$ cat src/scc_consts.svh
// offsets, field positions, voltage tables and timing counts of the strap capture block
`ifndef SCC_CONSTS_SVH
`define SCC_CONSTS_SVH

`define SCC_OFS_CTRL          12'h000
`define SCC_OFS_STATUS        12'h004
`define SCC_OFS_PINS          12'h008
`define SCC_OFS_ADDR          12'h00C
`define SCC_OFS_VSET          12'h010
`define SCC_OFS_VCEIL         12'h014
`define SCC_OFS_NVM           12'h018

`define SCC_CTRL_RESTORE      0
`define SCC_CTRL_STORE        1

`define SCC_RESP_OKAY         2'h0
`define SCC_RESP_SLVERR       2'h2

`define SCC_NPINS             4
`define SCC_PIN_W             8
`define SCC_PIN_ADDR_LO       0
`define SCC_PIN_ADDR_HI       1
`define SCC_PIN_VOUT_FINE     2
`define SCC_PIN_VOUT_COARSE   3
`define SCC_SENSE_ABOVE_HIGH  0
`define SCC_SENSE_BELOW_LOW   1
`define SCC_SENSE_RES_DET     2
`define SCC_SENSE_IDX_LSB     3
`define SCC_RES_SELECTIONS    31

`define SCC_ADDR_BASE         7'h20
`define SCC_ADDR_RES_BASE     7'h40
`define SCC_STRAP_STATES      3

`define SCC_VOUT_MIN_MV       16'h0258
`define SCC_OUTPUT_VOLTAGE_CEILING_MV       16'h0E10
`define SCC_VSTEP_MV          16'h000A
`define SCC_STEPS_PER_COARSE  16'h0019
`define SCC_CEIL_NUM          20'h0000B
`define SCC_CEIL_DEN          20'h0000A
`define SCC_VSTRAP_MV_0       16'h0258
`define SCC_VSTRAP_MV_1       16'h0320
`define SCC_VSTRAP_MV_2       16'h03E8
`define SCC_VSTRAP_MV_3       16'h04B0
`define SCC_VSTRAP_MV_4       16'h05DC
`define SCC_VSTRAP_MV_5       16'h0708
`define SCC_VSTRAP_MV_6       16'h09C4
`define SCC_VSTRAP_MV_7       16'h0CE4
`define SCC_VSTRAP_MV_8       16'h0E10

`define SCC_CLK_PERIOD_NS     20
`define SCC_SETTLE_NS         10000
`define SCC_SETTLE_CYC        ((`SCC_SETTLE_NS + `SCC_CLK_PERIOD_NS - 1) / `SCC_CLK_PERIOD_NS)
`define SCC_NVM_WRITE_NS      40000
`define SCC_NVM_WRITE_CYC     ((`SCC_NVM_WRITE_NS + `SCC_CLK_PERIOD_NS - 1) / `SCC_CLK_PERIOD_NS)

`endif

$ cat src/scc_pkg.sv
// types shared by the strap capture block
package scc_pkg;
   typedef enum logic [1:0] {
      SCC_PIN_LOW  = 2'h0,
      SCC_PIN_OPEN = 2'h1,
      SCC_PIN_HIGH = 2'h2,
      SCC_PIN_RES  = 2'h3
   } scc_pin_class_t;

   // gray sequence idle -> sample -> decode -> ready
   typedef enum logic [1:0] {
      SCC_ST_IDLE   = 2'h0,
      SCC_ST_SAMPLE = 2'h1,
      SCC_ST_DECODE = 2'h3,
      SCC_ST_READY  = 2'h2
   } scc_fsm_t;
endpackage : scc_pkg

$ cat src/scc_pin_if.sv
// carrier between the capture controller and the pin sampler
`timescale 1ns/1ps
interface scc_pin_if;
   logic                      sample_req;
   logic                      sample_done;
   scc_pkg::scc_pin_class_t   cls [4];
   logic [3:0][4:0]           idx;
   modport ctrl (output sample_req, input sample_done, input cls, input idx);
   modport smp  (input sample_req, output sample_done, output cls, output idx);
endinterface : scc_pin_if

$ cat src/scc_pin_sampler.sv
// synchronises the multi-mode pin sense lines and classifies each pin on request
`timescale 1ns/1ps
`include "scc_consts.svh"
module scc_pin_sampler #(
   parameter int SETTLE_CYC = `SCC_SETTLE_CYC
) (
   input  wire logic                  clock,
   input  wire logic                  rst_n,
   input  wire logic [31:0]           pin_sense,
   scc_pin_if.smp                     pif
);
   if (SETTLE_CYC < 1 || SETTLE_CYC > 65535) begin : g_bad_settle
      $error("scc_pin_sampler: SETTLE_CYC out of range");
   end

   typedef struct packed {
      logic [31:0]                         s1;
      logic [31:0]                         s2;
      logic [31:0]                         s3;
      logic [15:0]                         cnt;
      logic                                busy;
      logic                                done;
      logic [3:0][1:0]                     cls;
      logic [3:0][4:0]                     idx;
   } scc_smp_t;

   scc_smp_t            st_q;
   scc_smp_t            st_d;
   logic [3:0][1:0]     cls_now;
   logic [3:0][4:0]     idx_now;

   // tied low wins over a resistor, out-of-table resistance reads as open
   for (genvar p = 0; p < `SCC_NPINS; p++) begin : g_pin
      logic [7:0] sv;
      assign sv         = st_q.s3[p*`SCC_PIN_W +: `SCC_PIN_W];
      assign idx_now[p] = sv[`SCC_SENSE_IDX_LSB +: 5];
      always_comb begin
         if (sv[`SCC_SENSE_ABOVE_HIGH])
            cls_now[p] = scc_pkg::SCC_PIN_HIGH;
         else if (sv[`SCC_SENSE_BELOW_LOW])
            cls_now[p] = scc_pkg::SCC_PIN_LOW;
         else if (sv[`SCC_SENSE_RES_DET] && idx_now[p] < 5'(`SCC_RES_SELECTIONS))
            cls_now[p] = scc_pkg::SCC_PIN_RES;
         else
            cls_now[p] = scc_pkg::SCC_PIN_OPEN;
      end
      assign pif.cls[p] = scc_pkg::scc_pin_class_t'(st_q.cls[p]);
   end

   always_comb begin
      st_d      = st_q;
      st_d.s1   = pin_sense;
      st_d.s2   = st_q.s1;
      st_d.s3   = st_q.s2;
      st_d.done = 1'b0;
      if (!st_q.busy && pif.sample_req) begin
         st_d.busy = 1'b1;
         st_d.cnt  = 16'(SETTLE_CYC);
      end else if (st_q.busy) begin
         if (st_q.cnt != 16'h0000)
            st_d.cnt = st_q.cnt - 16'h0001;
         else if (st_q.s2 == st_q.s3) begin
            st_d.cls  = cls_now;
            st_d.idx  = idx_now;
            st_d.done = 1'b1;
            st_d.busy = 1'b0;
         end
      end
   end

   always_ff @(posedge clock or negedge rst_n) begin
      if (!rst_n) st_q <= '0;
      else        st_q <= st_d;
   end

   assign pif.sample_done = st_q.done;
   assign pif.idx         = st_q.idx;

   chk_done_ends_busy: assert property (@(posedge clock) disable iff (!rst_n)
      st_q.done |-> !st_q.busy && $past(st_q.busy))
      else $error("sample done without a running sample");
endmodule : scc_pin_sampler

$ cat src/scc_strap_capture.sv
// strap configuration capture with an AXI4-Lite register slave
//
// Added by the designer: the register offsets and the AXI4-Lite interface to the registers.
`timescale 1ns/1ps
`include "scc_consts.svh"
// How it works
// - pins are sampled after reset release and on each restore command given while no sample is running.
// - each pin is classed low, open, high or resistor to signal ground.
// - one strap pin gives three settings, a pin pair gives nine.
// - a recognised resistor maps to one of 31 selections.
// - pin-derived settings stay readable over the register bus.
// - address and voltage ceiling come only from pins; set-point is also host-writable.
// - serial address follows from the two address-select pins.
// - voltage ceiling is the pin set-point plus ten percent.
// - software can store the current set-point into non-volatile storage.
// - every strapped address-select combination gives a different serial address; with a resistor on the low pin the high pin is ignored.
// - strapped voltage pins pick one of nine set-points, 0.6 V to 3.6 V.
module scc_strap_capture #(
   parameter int SETTLE_CYC = `SCC_SETTLE_CYC,
   parameter int NVM_CYC    = `SCC_NVM_WRITE_CYC
) (
   input  wire logic          clock,
   input  wire logic          rst_n,
   input  wire logic [31:0]   pin_sense,
   output logic               config_ready,
   output logic [6:0]         serial_addr,
   output logic [15:0]        vout_setpoint_mv,
   output logic [15:0]        output_voltage_ceiling,
   output logic               nvm_busy,
   input  wire logic [11:0]   s_axi_awaddr,
   input  wire logic          s_axi_awvalid,
   output logic               s_axi_awready,
   input  wire logic [31:0]   s_axi_wdata,
   input  wire logic [3:0]    s_axi_wstrb,
   input  wire logic          s_axi_wvalid,
   output logic               s_axi_wready,
   output logic [1:0]         s_axi_bresp,
   output logic               s_axi_bvalid,
   input  wire logic          s_axi_bready,
   input  wire logic [11:0]   s_axi_araddr,
   input  wire logic          s_axi_arvalid,
   output logic               s_axi_arready,
   output logic [31:0]        s_axi_rdata,
   output logic [1:0]         s_axi_rresp,
   output logic               s_axi_rvalid,
   input  wire logic          s_axi_rready
);
   if (NVM_CYC < 1 || NVM_CYC > 65535) begin : g_bad_nvm
      $error("scc_strap_capture: NVM_CYC out of range");
   end

   typedef struct packed {
      scc_pkg::scc_fsm_t   fsm;
      logic                ready;
      logic [6:0]          addr;
      logic [15:0]         vset;
      logic [15:0]         vceil;
      logic [15:0]         nvm_vout;
      logic                nvm_busy;
      logic [15:0]         nvm_cnt;
      logic                req;
      logic                aw_got;
      logic [11:0]         awaddr;
      logic                w_got;
      logic [31:0]         wdata;
      logic [3:0]          wstrb;
      logic                bvalid;
      logic [1:0]          bresp;
      logic                rvalid;
      logic [31:0]         rdata;
      logic [1:0]          rresp;
   } scc_top_t;

   localparam scc_top_t RESET_ST = '{fsm: scc_pkg::SCC_ST_SAMPLE, req: 1'b1, default: '0};

   scc_top_t            st_q;
   scc_top_t            st_d;
   scc_pin_if           pif ();
   logic [11:0]         wr_addr;
   logic [31:0]         wr_data;
   logic [3:0]          wr_strb;
   logic                wr_fire;
   logic                rd_fire;
   logic [15:0]         pin_mv;
   logic [6:0]          pin_addr;
   logic [19:0]         ceil_full;
   logic [15:0]         host_mv;
   logic [15:0]         host_hi;

   scc_pin_sampler #(.SETTLE_CYC(SETTLE_CYC)) u_sampler (
      .clock     (clock),
      .rst_n     (rst_n),
      .pin_sense (pin_sense),
      .pif       (pif)
   );

   function automatic logic [15:0] scc_strap_mv(input logic [3:0] k);
      case (k)
         4'h0:    scc_strap_mv = `SCC_VSTRAP_MV_0;
         4'h1:    scc_strap_mv = `SCC_VSTRAP_MV_1;
         4'h2:    scc_strap_mv = `SCC_VSTRAP_MV_2;
         4'h3:    scc_strap_mv = `SCC_VSTRAP_MV_3;
         4'h4:    scc_strap_mv = `SCC_VSTRAP_MV_4;
         4'h5:    scc_strap_mv = `SCC_VSTRAP_MV_5;
         4'h6:    scc_strap_mv = `SCC_VSTRAP_MV_6;
         4'h7:    scc_strap_mv = `SCC_VSTRAP_MV_7;
         default: scc_strap_mv = `SCC_VSTRAP_MV_8;
      endcase
   endfunction : scc_strap_mv

   function automatic logic [15:0] scc_clamp_mv(input logic [15:0] v, input logic [15:0] hi);
      if (v < `SCC_VOUT_MIN_MV) scc_clamp_mv = `SCC_VOUT_MIN_MV;
      else if (v > hi)          scc_clamp_mv = hi;
      else                      scc_clamp_mv = v;
   endfunction : scc_clamp_mv

   // pin decode: set-point and address
   always_comb begin
      logic [1:0]  cf;
      logic [1:0]  cc;
      logic [1:0]  al;
      logic [1:0]  ah;
      logic [15:0] steps;
      cf    = pif.cls[`SCC_PIN_VOUT_FINE];
      cc    = pif.cls[`SCC_PIN_VOUT_COARSE];
      al    = pif.cls[`SCC_PIN_ADDR_LO];
      ah    = pif.cls[`SCC_PIN_ADDR_HI];
      steps = 16'(pif.idx[`SCC_PIN_VOUT_COARSE]) * `SCC_STEPS_PER_COARSE + 16'(pif.idx[`SCC_PIN_VOUT_FINE]);
      if (cf != 2'(scc_pkg::SCC_PIN_RES) && cc != 2'(scc_pkg::SCC_PIN_RES))
         pin_mv = scc_strap_mv(4'(cc) * 4'(`SCC_STRAP_STATES) + 4'(cf));
      else if (cf == 2'(scc_pkg::SCC_PIN_RES) && cc == 2'(scc_pkg::SCC_PIN_RES))
         pin_mv = scc_clamp_mv(16'(steps * `SCC_VSTEP_MV), `SCC_OUTPUT_VOLTAGE_CEILING_MV);
      else
         pin_mv = `SCC_VOUT_MIN_MV; // mixed strap and resistor: lowest safe set-point
      if (al == 2'(scc_pkg::SCC_PIN_RES))
         pin_addr = `SCC_ADDR_RES_BASE + 7'(pif.idx[`SCC_PIN_ADDR_LO]);
      else
         pin_addr = `SCC_ADDR_BASE + 7'(ah) * 7'(`SCC_STRAP_STATES) + 7'(al);
   end

   assign ceil_full = 20'(pin_mv) * `SCC_CEIL_NUM / `SCC_CEIL_DEN;
   // host writes stay under the pin ceiling and never leave the regulator's 3.6 V range
   assign host_hi   = (st_q.vceil > `SCC_OUTPUT_VOLTAGE_CEILING_MV) ? `SCC_OUTPUT_VOLTAGE_CEILING_MV : st_q.vceil;
   assign host_mv   = scc_clamp_mv(wr_data[15:0], host_hi);

   // write address and data may arrive in either order; the response waits for both
   assign s_axi_awready = !st_q.aw_got && !st_q.bvalid;
   assign s_axi_wready  = !st_q.w_got && !st_q.bvalid;
   assign s_axi_arready = !st_q.rvalid;
   assign wr_addr = st_q.aw_got ? st_q.awaddr : s_axi_awaddr;
   assign wr_data = st_q.w_got ? st_q.wdata : s_axi_wdata;
   assign wr_strb = st_q.w_got ? st_q.wstrb : s_axi_wstrb;
   assign wr_fire = (st_q.aw_got || (s_axi_awvalid && s_axi_awready)) &&
                    (st_q.w_got || (s_axi_wvalid && s_axi_wready));
   assign rd_fire = s_axi_arvalid && s_axi_arready;

   always_comb begin
      logic [11:0] ra;
      logic [11:0] wa;
      st_d = st_q;
      ra   = {s_axi_araddr[11:2], 2'b00};
      wa   = {wr_addr[11:2], 2'b00};
      st_d.req = 1'b0;
      case (st_q.fsm)
         scc_pkg::SCC_ST_IDLE: begin
            st_d.fsm = scc_pkg::SCC_ST_IDLE;
         end
         scc_pkg::SCC_ST_SAMPLE: begin
            st_d.ready = 1'b0;
            if (pif.sample_done)
               st_d.fsm = scc_pkg::SCC_ST_DECODE;
         end
         scc_pkg::SCC_ST_DECODE: begin
            st_d.vset  = pin_mv;
            st_d.vceil = ceil_full[15:0];
            st_d.addr  = pin_addr;
            st_d.ready = 1'b1;
            st_d.fsm   = scc_pkg::SCC_ST_READY;
         end
         default: begin
            st_d.fsm = scc_pkg::SCC_ST_READY;
         end
      endcase
      if (st_q.nvm_busy) begin
         if (st_q.nvm_cnt == 16'h0001) st_d.nvm_busy = 1'b0;
         st_d.nvm_cnt = st_q.nvm_cnt - 16'h0001;
      end
      // write channel
      if (s_axi_awvalid && s_axi_awready) begin
         st_d.aw_got = 1'b1;
         st_d.awaddr = s_axi_awaddr;
      end
      if (s_axi_wvalid && s_axi_wready) begin
         st_d.w_got = 1'b1;
         st_d.wdata = s_axi_wdata;
         st_d.wstrb = s_axi_wstrb;
      end
      if (wr_fire) begin
         st_d.aw_got = 1'b0;
         st_d.w_got  = 1'b0;
         st_d.bvalid = 1'b1;
         st_d.bresp  = `SCC_RESP_OKAY;
         if (wa == `SCC_OFS_CTRL) begin
            if (wr_strb[0] && wr_data[`SCC_CTRL_RESTORE] && st_q.fsm != scc_pkg::SCC_ST_SAMPLE) begin
               st_d.fsm   = scc_pkg::SCC_ST_SAMPLE;
               st_d.req   = 1'b1;
               st_d.ready = 1'b0;
            end
            if (wr_strb[0] && wr_data[`SCC_CTRL_STORE] && !st_q.nvm_busy) begin
               st_d.nvm_vout = st_q.vset;
               st_d.nvm_busy = 1'b1;
               st_d.nvm_cnt  = 16'(NVM_CYC);
            end
         end else if (wa == `SCC_OFS_VSET) begin
            if (wr_strb[1:0] == 2'b11 && st_q.fsm == scc_pkg::SCC_ST_READY)
               st_d.vset = host_mv;
         end else if (wa == `SCC_OFS_STATUS || wa == `SCC_OFS_PINS || wa == `SCC_OFS_ADDR ||
                      wa == `SCC_OFS_VCEIL || wa == `SCC_OFS_NVM) begin
            st_d.bresp = `SCC_RESP_OKAY; // read-only: ignored
         end else begin
            st_d.bresp = `SCC_RESP_SLVERR;
         end
      end
      if (st_q.bvalid && s_axi_bready)
         st_d.bvalid = 1'b0;
      // read channel
      if (st_q.rvalid && s_axi_rready)
         st_d.rvalid = 1'b0;
      if (rd_fire) begin
         st_d.rvalid = 1'b1;
         st_d.rresp  = `SCC_RESP_OKAY;
         st_d.rdata  = 32'h00000000;
         if (ra == `SCC_OFS_CTRL)
            st_d.rdata = 32'h00000000;
         else if (ra == `SCC_OFS_STATUS)
            st_d.rdata = {29'h0, st_q.fsm == scc_pkg::SCC_ST_SAMPLE, st_q.nvm_busy, st_q.ready};
         else if (ra == `SCC_OFS_PINS)
            st_d.rdata = {4'h0, pif.idx, pif.cls[3], pif.cls[2], pif.cls[1], pif.cls[0]};
         else if (ra == `SCC_OFS_ADDR)
            st_d.rdata = {25'h0, st_q.addr};
         else if (ra == `SCC_OFS_VSET)
            st_d.rdata = {16'h0, st_q.vset};
         else if (ra == `SCC_OFS_VCEIL)
            st_d.rdata = {16'h0, st_q.vceil};
         else if (ra == `SCC_OFS_NVM)
            st_d.rdata = {16'h0, st_q.nvm_vout};
         else
            st_d.rresp = `SCC_RESP_SLVERR;
      end
   end

   always_ff @(posedge clock or negedge rst_n) begin
      if (!rst_n) st_q <= RESET_ST;
      else        st_q <= st_d;
   end

   assign pif.sample_req         = st_q.req;
   assign config_ready           = st_q.ready;
   assign serial_addr            = st_q.addr;
   assign vout_setpoint_mv       = st_q.vset;
   assign output_voltage_ceiling = st_q.vceil;
   assign nvm_busy               = st_q.nvm_busy;
   assign s_axi_bvalid           = st_q.bvalid;
   assign s_axi_bresp            = st_q.bresp;
   assign s_axi_rvalid           = st_q.rvalid;
   assign s_axi_rdata            = st_q.rdata;
   assign s_axi_rresp            = st_q.rresp;

   chk_ready_after_decode: assert property (@(posedge clock) disable iff (!rst_n)
      st_q.fsm == scc_pkg::SCC_ST_DECODE |=> config_ready && st_q.fsm == scc_pkg::SCC_ST_READY)
      else $error("decode did not raise config_ready");
   chk_no_ready_sample: assert property (@(posedge clock) disable iff (!rst_n)
      st_q.fsm == scc_pkg::SCC_ST_SAMPLE |=> !config_ready || st_q.fsm == scc_pkg::SCC_ST_DECODE)
      else $error("config_ready high while sampling");
   chk_ceiling_ten_pct: assert property (@(posedge clock) disable iff (!rst_n)
      $rose(config_ready) |-> 20'(output_voltage_ceiling) == 20'(vout_setpoint_mv) * 20'h0000B / 20'h0000A)
      else $error("ceiling not ten percent above set-point");
   chk_restore_sample: assert property (@(posedge clock) disable iff (!rst_n)
      wr_fire && {wr_addr[11:2], 2'b00} == `SCC_OFS_CTRL && wr_strb[0] && wr_data[`SCC_CTRL_RESTORE] &&
      st_q.fsm == scc_pkg::SCC_ST_READY |=> !config_ready ##1 pif.sample_req == 1'b0)
      else $error("restore did not start a new sample");
   chk_vset_range: assert property (@(posedge clock) disable iff (!rst_n)
      config_ready |-> vout_setpoint_mv >= 16'h0258 && vout_setpoint_mv <= 16'h0E10)
      else $error("set-point outside 0.6 V to 3.6 V");
   chk_strap_address: assert property (@(posedge clock) disable iff (!rst_n)
      $rose(config_ready) && pif.cls[0] != scc_pkg::SCC_PIN_RES |->
      serial_addr == 7'h20 + 7'(pif.cls[1]) * 7'h03 + 7'(pif.cls[0]))
      else $error("serial address does not follow address pins");
   chk_nvm_copy: assert property (@(posedge clock) disable iff (!rst_n)
      $rose(nvm_busy) |-> st_q.nvm_vout == $past(st_q.vset) ##1 nvm_busy)
      else $error("store did not copy the set-point");
   chk_host_write: assert property (@(posedge clock) disable iff (!rst_n)
      wr_fire && {wr_addr[11:2], 2'b00} == `SCC_OFS_VSET && wr_strb[1:0] == 2'b11 &&
      st_q.fsm == scc_pkg::SCC_ST_READY |=> vout_setpoint_mv == $past(host_mv) && s_axi_bvalid)
      else $error("host set-point write not applied");
   chk_hold_settings: assert property (@(posedge clock) disable iff (!rst_n)
      st_q.fsm == scc_pkg::SCC_ST_READY && !wr_fire |=> $stable(serial_addr) && $stable(vout_setpoint_mv))
      else $error("settings changed without a sample or host write");
endmodule : scc_strap_capture

$ cat config.mk
export PLATFORM = sky130hd
export DESIGN_NAME = scc_strap_capture
export DESIGN_NICKNAME = d
export VERILOG_FILES = /design/src/scc_pkg.sv /design/src/scc_pin_if.sv /design/src/scc_pin_sampler.sv /design/src/scc_strap_capture.sv
export VERILOG_INCLUDE_DIRS = /design/src /design/src/src
export SDC_FILE = /design/constraint.sdc
export NUM_CORES = 1
export LEC_CHECK = 0
export ABC_AREA = 1
export BUFFER_PORTS_ARGS = -buffer_cell sky130_fd_sc_hd__buf_2
export CAP_MARGIN = 20
export CORE_MARGIN = 2
export CORE_UTILIZATION = 30
export DETAILED_ROUTE_END_ITERATION = 7
export GPL_TIMING_DRIVEN = 0
export HOLD_SLACK_MARGIN = 0.05
export PLACE_DENSITY = 0.51
export SLEW_MARGIN = 5
export SYNTH_ARGS = -nofsm -noshare
export SYNTH_HDL_FRONTEND = slang
export SYNTH_SLANG_ARGS = --single-unit
$ cat constraint.sdc
create_clock -name clock -period 13.3 [get_ports clock]
set_input_delay 1.995 -clock clock [delete_from_list [all_inputs] [get_ports clock]]
set_output_delay 1.995 -clock clock [all_outputs]
set_load 0.03 [all_outputs]
==> impl_results.md <==
- Non-Filler Instances: roughly 4100
- Worst min-delay path category: register to register
- Starting density of the core: 30.4%
- CP arrival: ~15000 ps
- Fmax: 0.0681 GHz
- Die footprint: 71700 µm²
- Vias: between 15000 and 20000
- Post-Syn Area: approximately 21000 µm²
- ANT nets after route: 0
- Layout cells sized above 1: ~31%
- 1st-iter DRT viols: 1080
- Synth area leaders: dfrtp_1 (33%), nand2_1 (12%), ha_1 (6.5%)
- Initial antenna violation count: 1
- Number of I/O pins: ~180
- Final #Nets: around 3400
- Asr flop ratio synth: between 90% and 100%
- Die width: 268 µm
- Post-synth EDFFs: 0
- First-pass GRT wire length: a little under 100000 µm
- CP endpoint kind: register
- Post-DR vias/cell: about 4.7
- Unrepaired setup endpoints after global routing: yes
- Die Y: 268 µm
- # H-tree levels: 1
- Worst setup SP type: register
- Num rows: 96
- Number of global-route vias before repair: 18100
- CTS Root Cell: clkbuf_16
- CP required: around 14000 ps
- Failing checks: setup timing
- Clk_lat worst skew: around 580 ps
- WL/cell: roughly 15 µm
- Syn. warnings: 0
- Flops & latches, synth: 280
- Seq/Total Area, Yosys: between 30% and 40%
- Setup violators final: 3
- Reg2reg path depth: 116
- DP HPWL: between 40000 and 50000 µm
- Slowest-stage cell, CP: fa_1
- # hold bufs at CTS: 0
- 1st-pass router iterations: 5
- TritonCTS clock tree: done
- Num CTS Buffers: 29
- Syn Area/Cell: around 7.6 µm²
- Most frequent cells in the layout: nand2_1 (553), inv_1 (312), dfrtp_1 (274), buf_4 (223), nor2_1 (173)
- Largest stage delay, worst path: 520 ps
- CP Max Fanout: 8
- Largest area contributor in the netlist: dfrtp_1
- Final period utilization: 110%
- Diodes inserted: 0
- Pin count of the biggest net entering global routing: between 100 and 150
- GPL Wtd Cong: about 0.86
- Syn Inst Count: 2762
- Core ar.: roughly 70000 µm²
- R2R setup slack: -1390 ps
- Slew Viols, Final: 0
- Layout area overhead: 30.4%
- GRT overflow: 0
- Most used cell, CP: nand2_2
- TritonCTS sink count: 280
- Top_reg_cell synth: dfrtp_1
- Status: finished, violations left
- WS Path Type: register to register
- Final setup margin: -1390 ps
- Slew HR: roughly 30%
- Clk_skew: 11.2 ps
- Fin crit period: about 15000 ps
- Count of cell types in the netlist: 74
- Fin. Hold Viols: 0
- Post-route DRC violation count: 0
- FF-to-FF Start: u_sampler.pif.idx[16]$_DFFE_PN0P_
- CP endpoint: output_voltage_ceiling[0]$_DFFE_PN0P_
- Reg2reg end: output_voltage_ceiling[0]$_DFFE_PN0P_
- Clock buffer depth: 3
- Placed Instances: 3863
- Final wirelength: between 60000 and 70000 µm
- Gr usage total: around 17%
- Max Cap Viol: 0
- Clock-pin slew on the worst setup and hold paths: roughly 60 ps
- Commonest non-fill, non-tap cell in the layout: nand2_1
- IO buf count: roughly 150
- Worst Max-Slew Pin Slew: 1020 ps
- Critical Path Source: u_sampler.pif.idx[16]$_DFFE_PN0P_
- Post-synth top area share: approximately a third
## final cells by class
cell class	instances	area, µm²
Buffer	127	871
Sequential cell	280	7010
Inverter	384	1490
Tap cell	931	1160
Multi-Input combinational cell	1993	13400
Fill cell	7239	41500
Timing Repair Buffer	320	2240
Clock buffer	43	888
Clock inverter	10	171
## what timing repair did
action / CTS / global route
buffers inserted: 85 / 77
setup endpoints to repair: 6 / 6
gates cloned: 7 / 3
pin swaps: 101 / 151
gates resized for setup: 139 / 225
## cells in the mapped netlist (4+ instances only)
cell / number
nand2_2: 95
nor2_1: 206
o21bai_1: 4
o211ai_1: 13
nand3b_1: 10
nand2_4: 24
o31ai_1: 14
clkinv_1: 10
a211oi_1: 10
nand3_4: 6
clkbuf_1: 35
a21oi_1: 109
o21ai_1: 11
a31oi_1: 6
dfrtp_1: 278
a21o_1: 4
a32o_1: 12
nand3_1: 195
inv_2: 38
mux2i_1: 7
nor2_2: 22
inv_1: 328
o21ai_0: 133
nand4_1: 59
xnor2_1: 49
o221ai_1: 5
nor4_1: 14
nand2_1: 642
mux2_2: 18
nor3_1: 34
ha_1: 109
o22ai_1: 11
nor2_4: 7
xor2_1: 44
a22oi_1: 5
fa_1: 19
buf_4: 80
nand3_2: 20
nor2_8: 5
buf_6: 7
or2_2: 10
## sequential cells by signal, indices dropped and copies added (netlist names), 7 cells and up
register                flops
output_voltage_ceiling     16
s_axi_rdata                28
serial_addr                 7
st_q                       64
u_sampler.g_pin.sv         32
u_sampler.pif.cls           8
u_sampler.pif.idx          20
u_sampler.st_d             64
u_sampler.st_q             17
vout_setpoint_mv           16
## routing by layer
layer  up-vias  track usage [%]  share of wire [%]
li1       9656                -                  -
met1      8984             23.2                 46
met2       312             28.7                 48
met3        95             1.73                3.3
met4         2             5.78                3.3
met5         -                0              0.011
## cells by family (layout without fill, tap and decap cells)
kind of cell / count (synthesis) / after routing / synth area share [%]
AND/OR/NAND/NOR: 1362 / 1367 / 31.5
buffers and inverters: 511 / 884 / 11.1
AO/OA/AOI/OAI: 360 / 360 / 10.1
flip-flops: 280 / 280 / 33.6
adder cells (fa/ha/maj): 128 / 128 / 8.36
XOR/XNOR: 94 / 94 / 3.98
multiplexers: 25 / 25 / 1.31
other: 2 / 19 / 0.0360
## stage by stage
stage	hold slack [ps]	TNS, ps	area [µm²]	utilization, %	worst slack, ps
2_1_floorplan	331	-229	21200	-	-229
4_1_cts	349	-4660	25600	37.2	-1730
3_3_place_gp	334	-13080	23100	33.6	-3580
3_5_place_dp	335	-12940	23200	33.7	-3530
5_1_grt	354	-7790	27200	39.6	-2480
6_report	346	-3360	27200	39.6	-1390
## how the worst min path moves through the flow
stage	startpoint	slack [ps]	cells past startpoint	to
floorplan	u_sampler.st_d[78]$_DFF_PN0_	330	0	u_sampler.st_d[46]$_DFF_PN0_
global placement	u_sampler.st_d[102]$_DFF_PN0_	330	0	u_sampler.st_d[70]$_DFF_PN0_
detailed placement	u_sampler.st_d[93]$_DFF_PN0_	330	0	u_sampler.st_d[61]$_DFF_PN0_
CTS	u_sampler.st_d[95]$_DFF_PN0_	350	0	u_sampler.st_d[63]$_DFF_PN0_
global route	u_sampler.st_d[80]$_DFF_PN0_	350	0	u_sampler.st_d[48]$_DFF_PN0_
finish	u_sampler.st_d[95]$_DFF_PN0_	350	0	u_sampler.st_d[63]$_DFF_PN0_
## worst max-delay path: cells and delay by family (launching register included)
| family | cells | cell delay (ps) |
|---|---|---|
| compound gates | 11 | 1180 |
| xor+xnor | 2 | 300 |
| fa+ha+maj | 8 | 2650 |
| buf+inv | 15 | 1590 |
| flops | 1 | 450 |
| simple gates | 80 | 8360 |
Power is left out: the tool's default activity adds up to more than one toggle a clock period on the data nets, which glitch-free logic cannot reach.
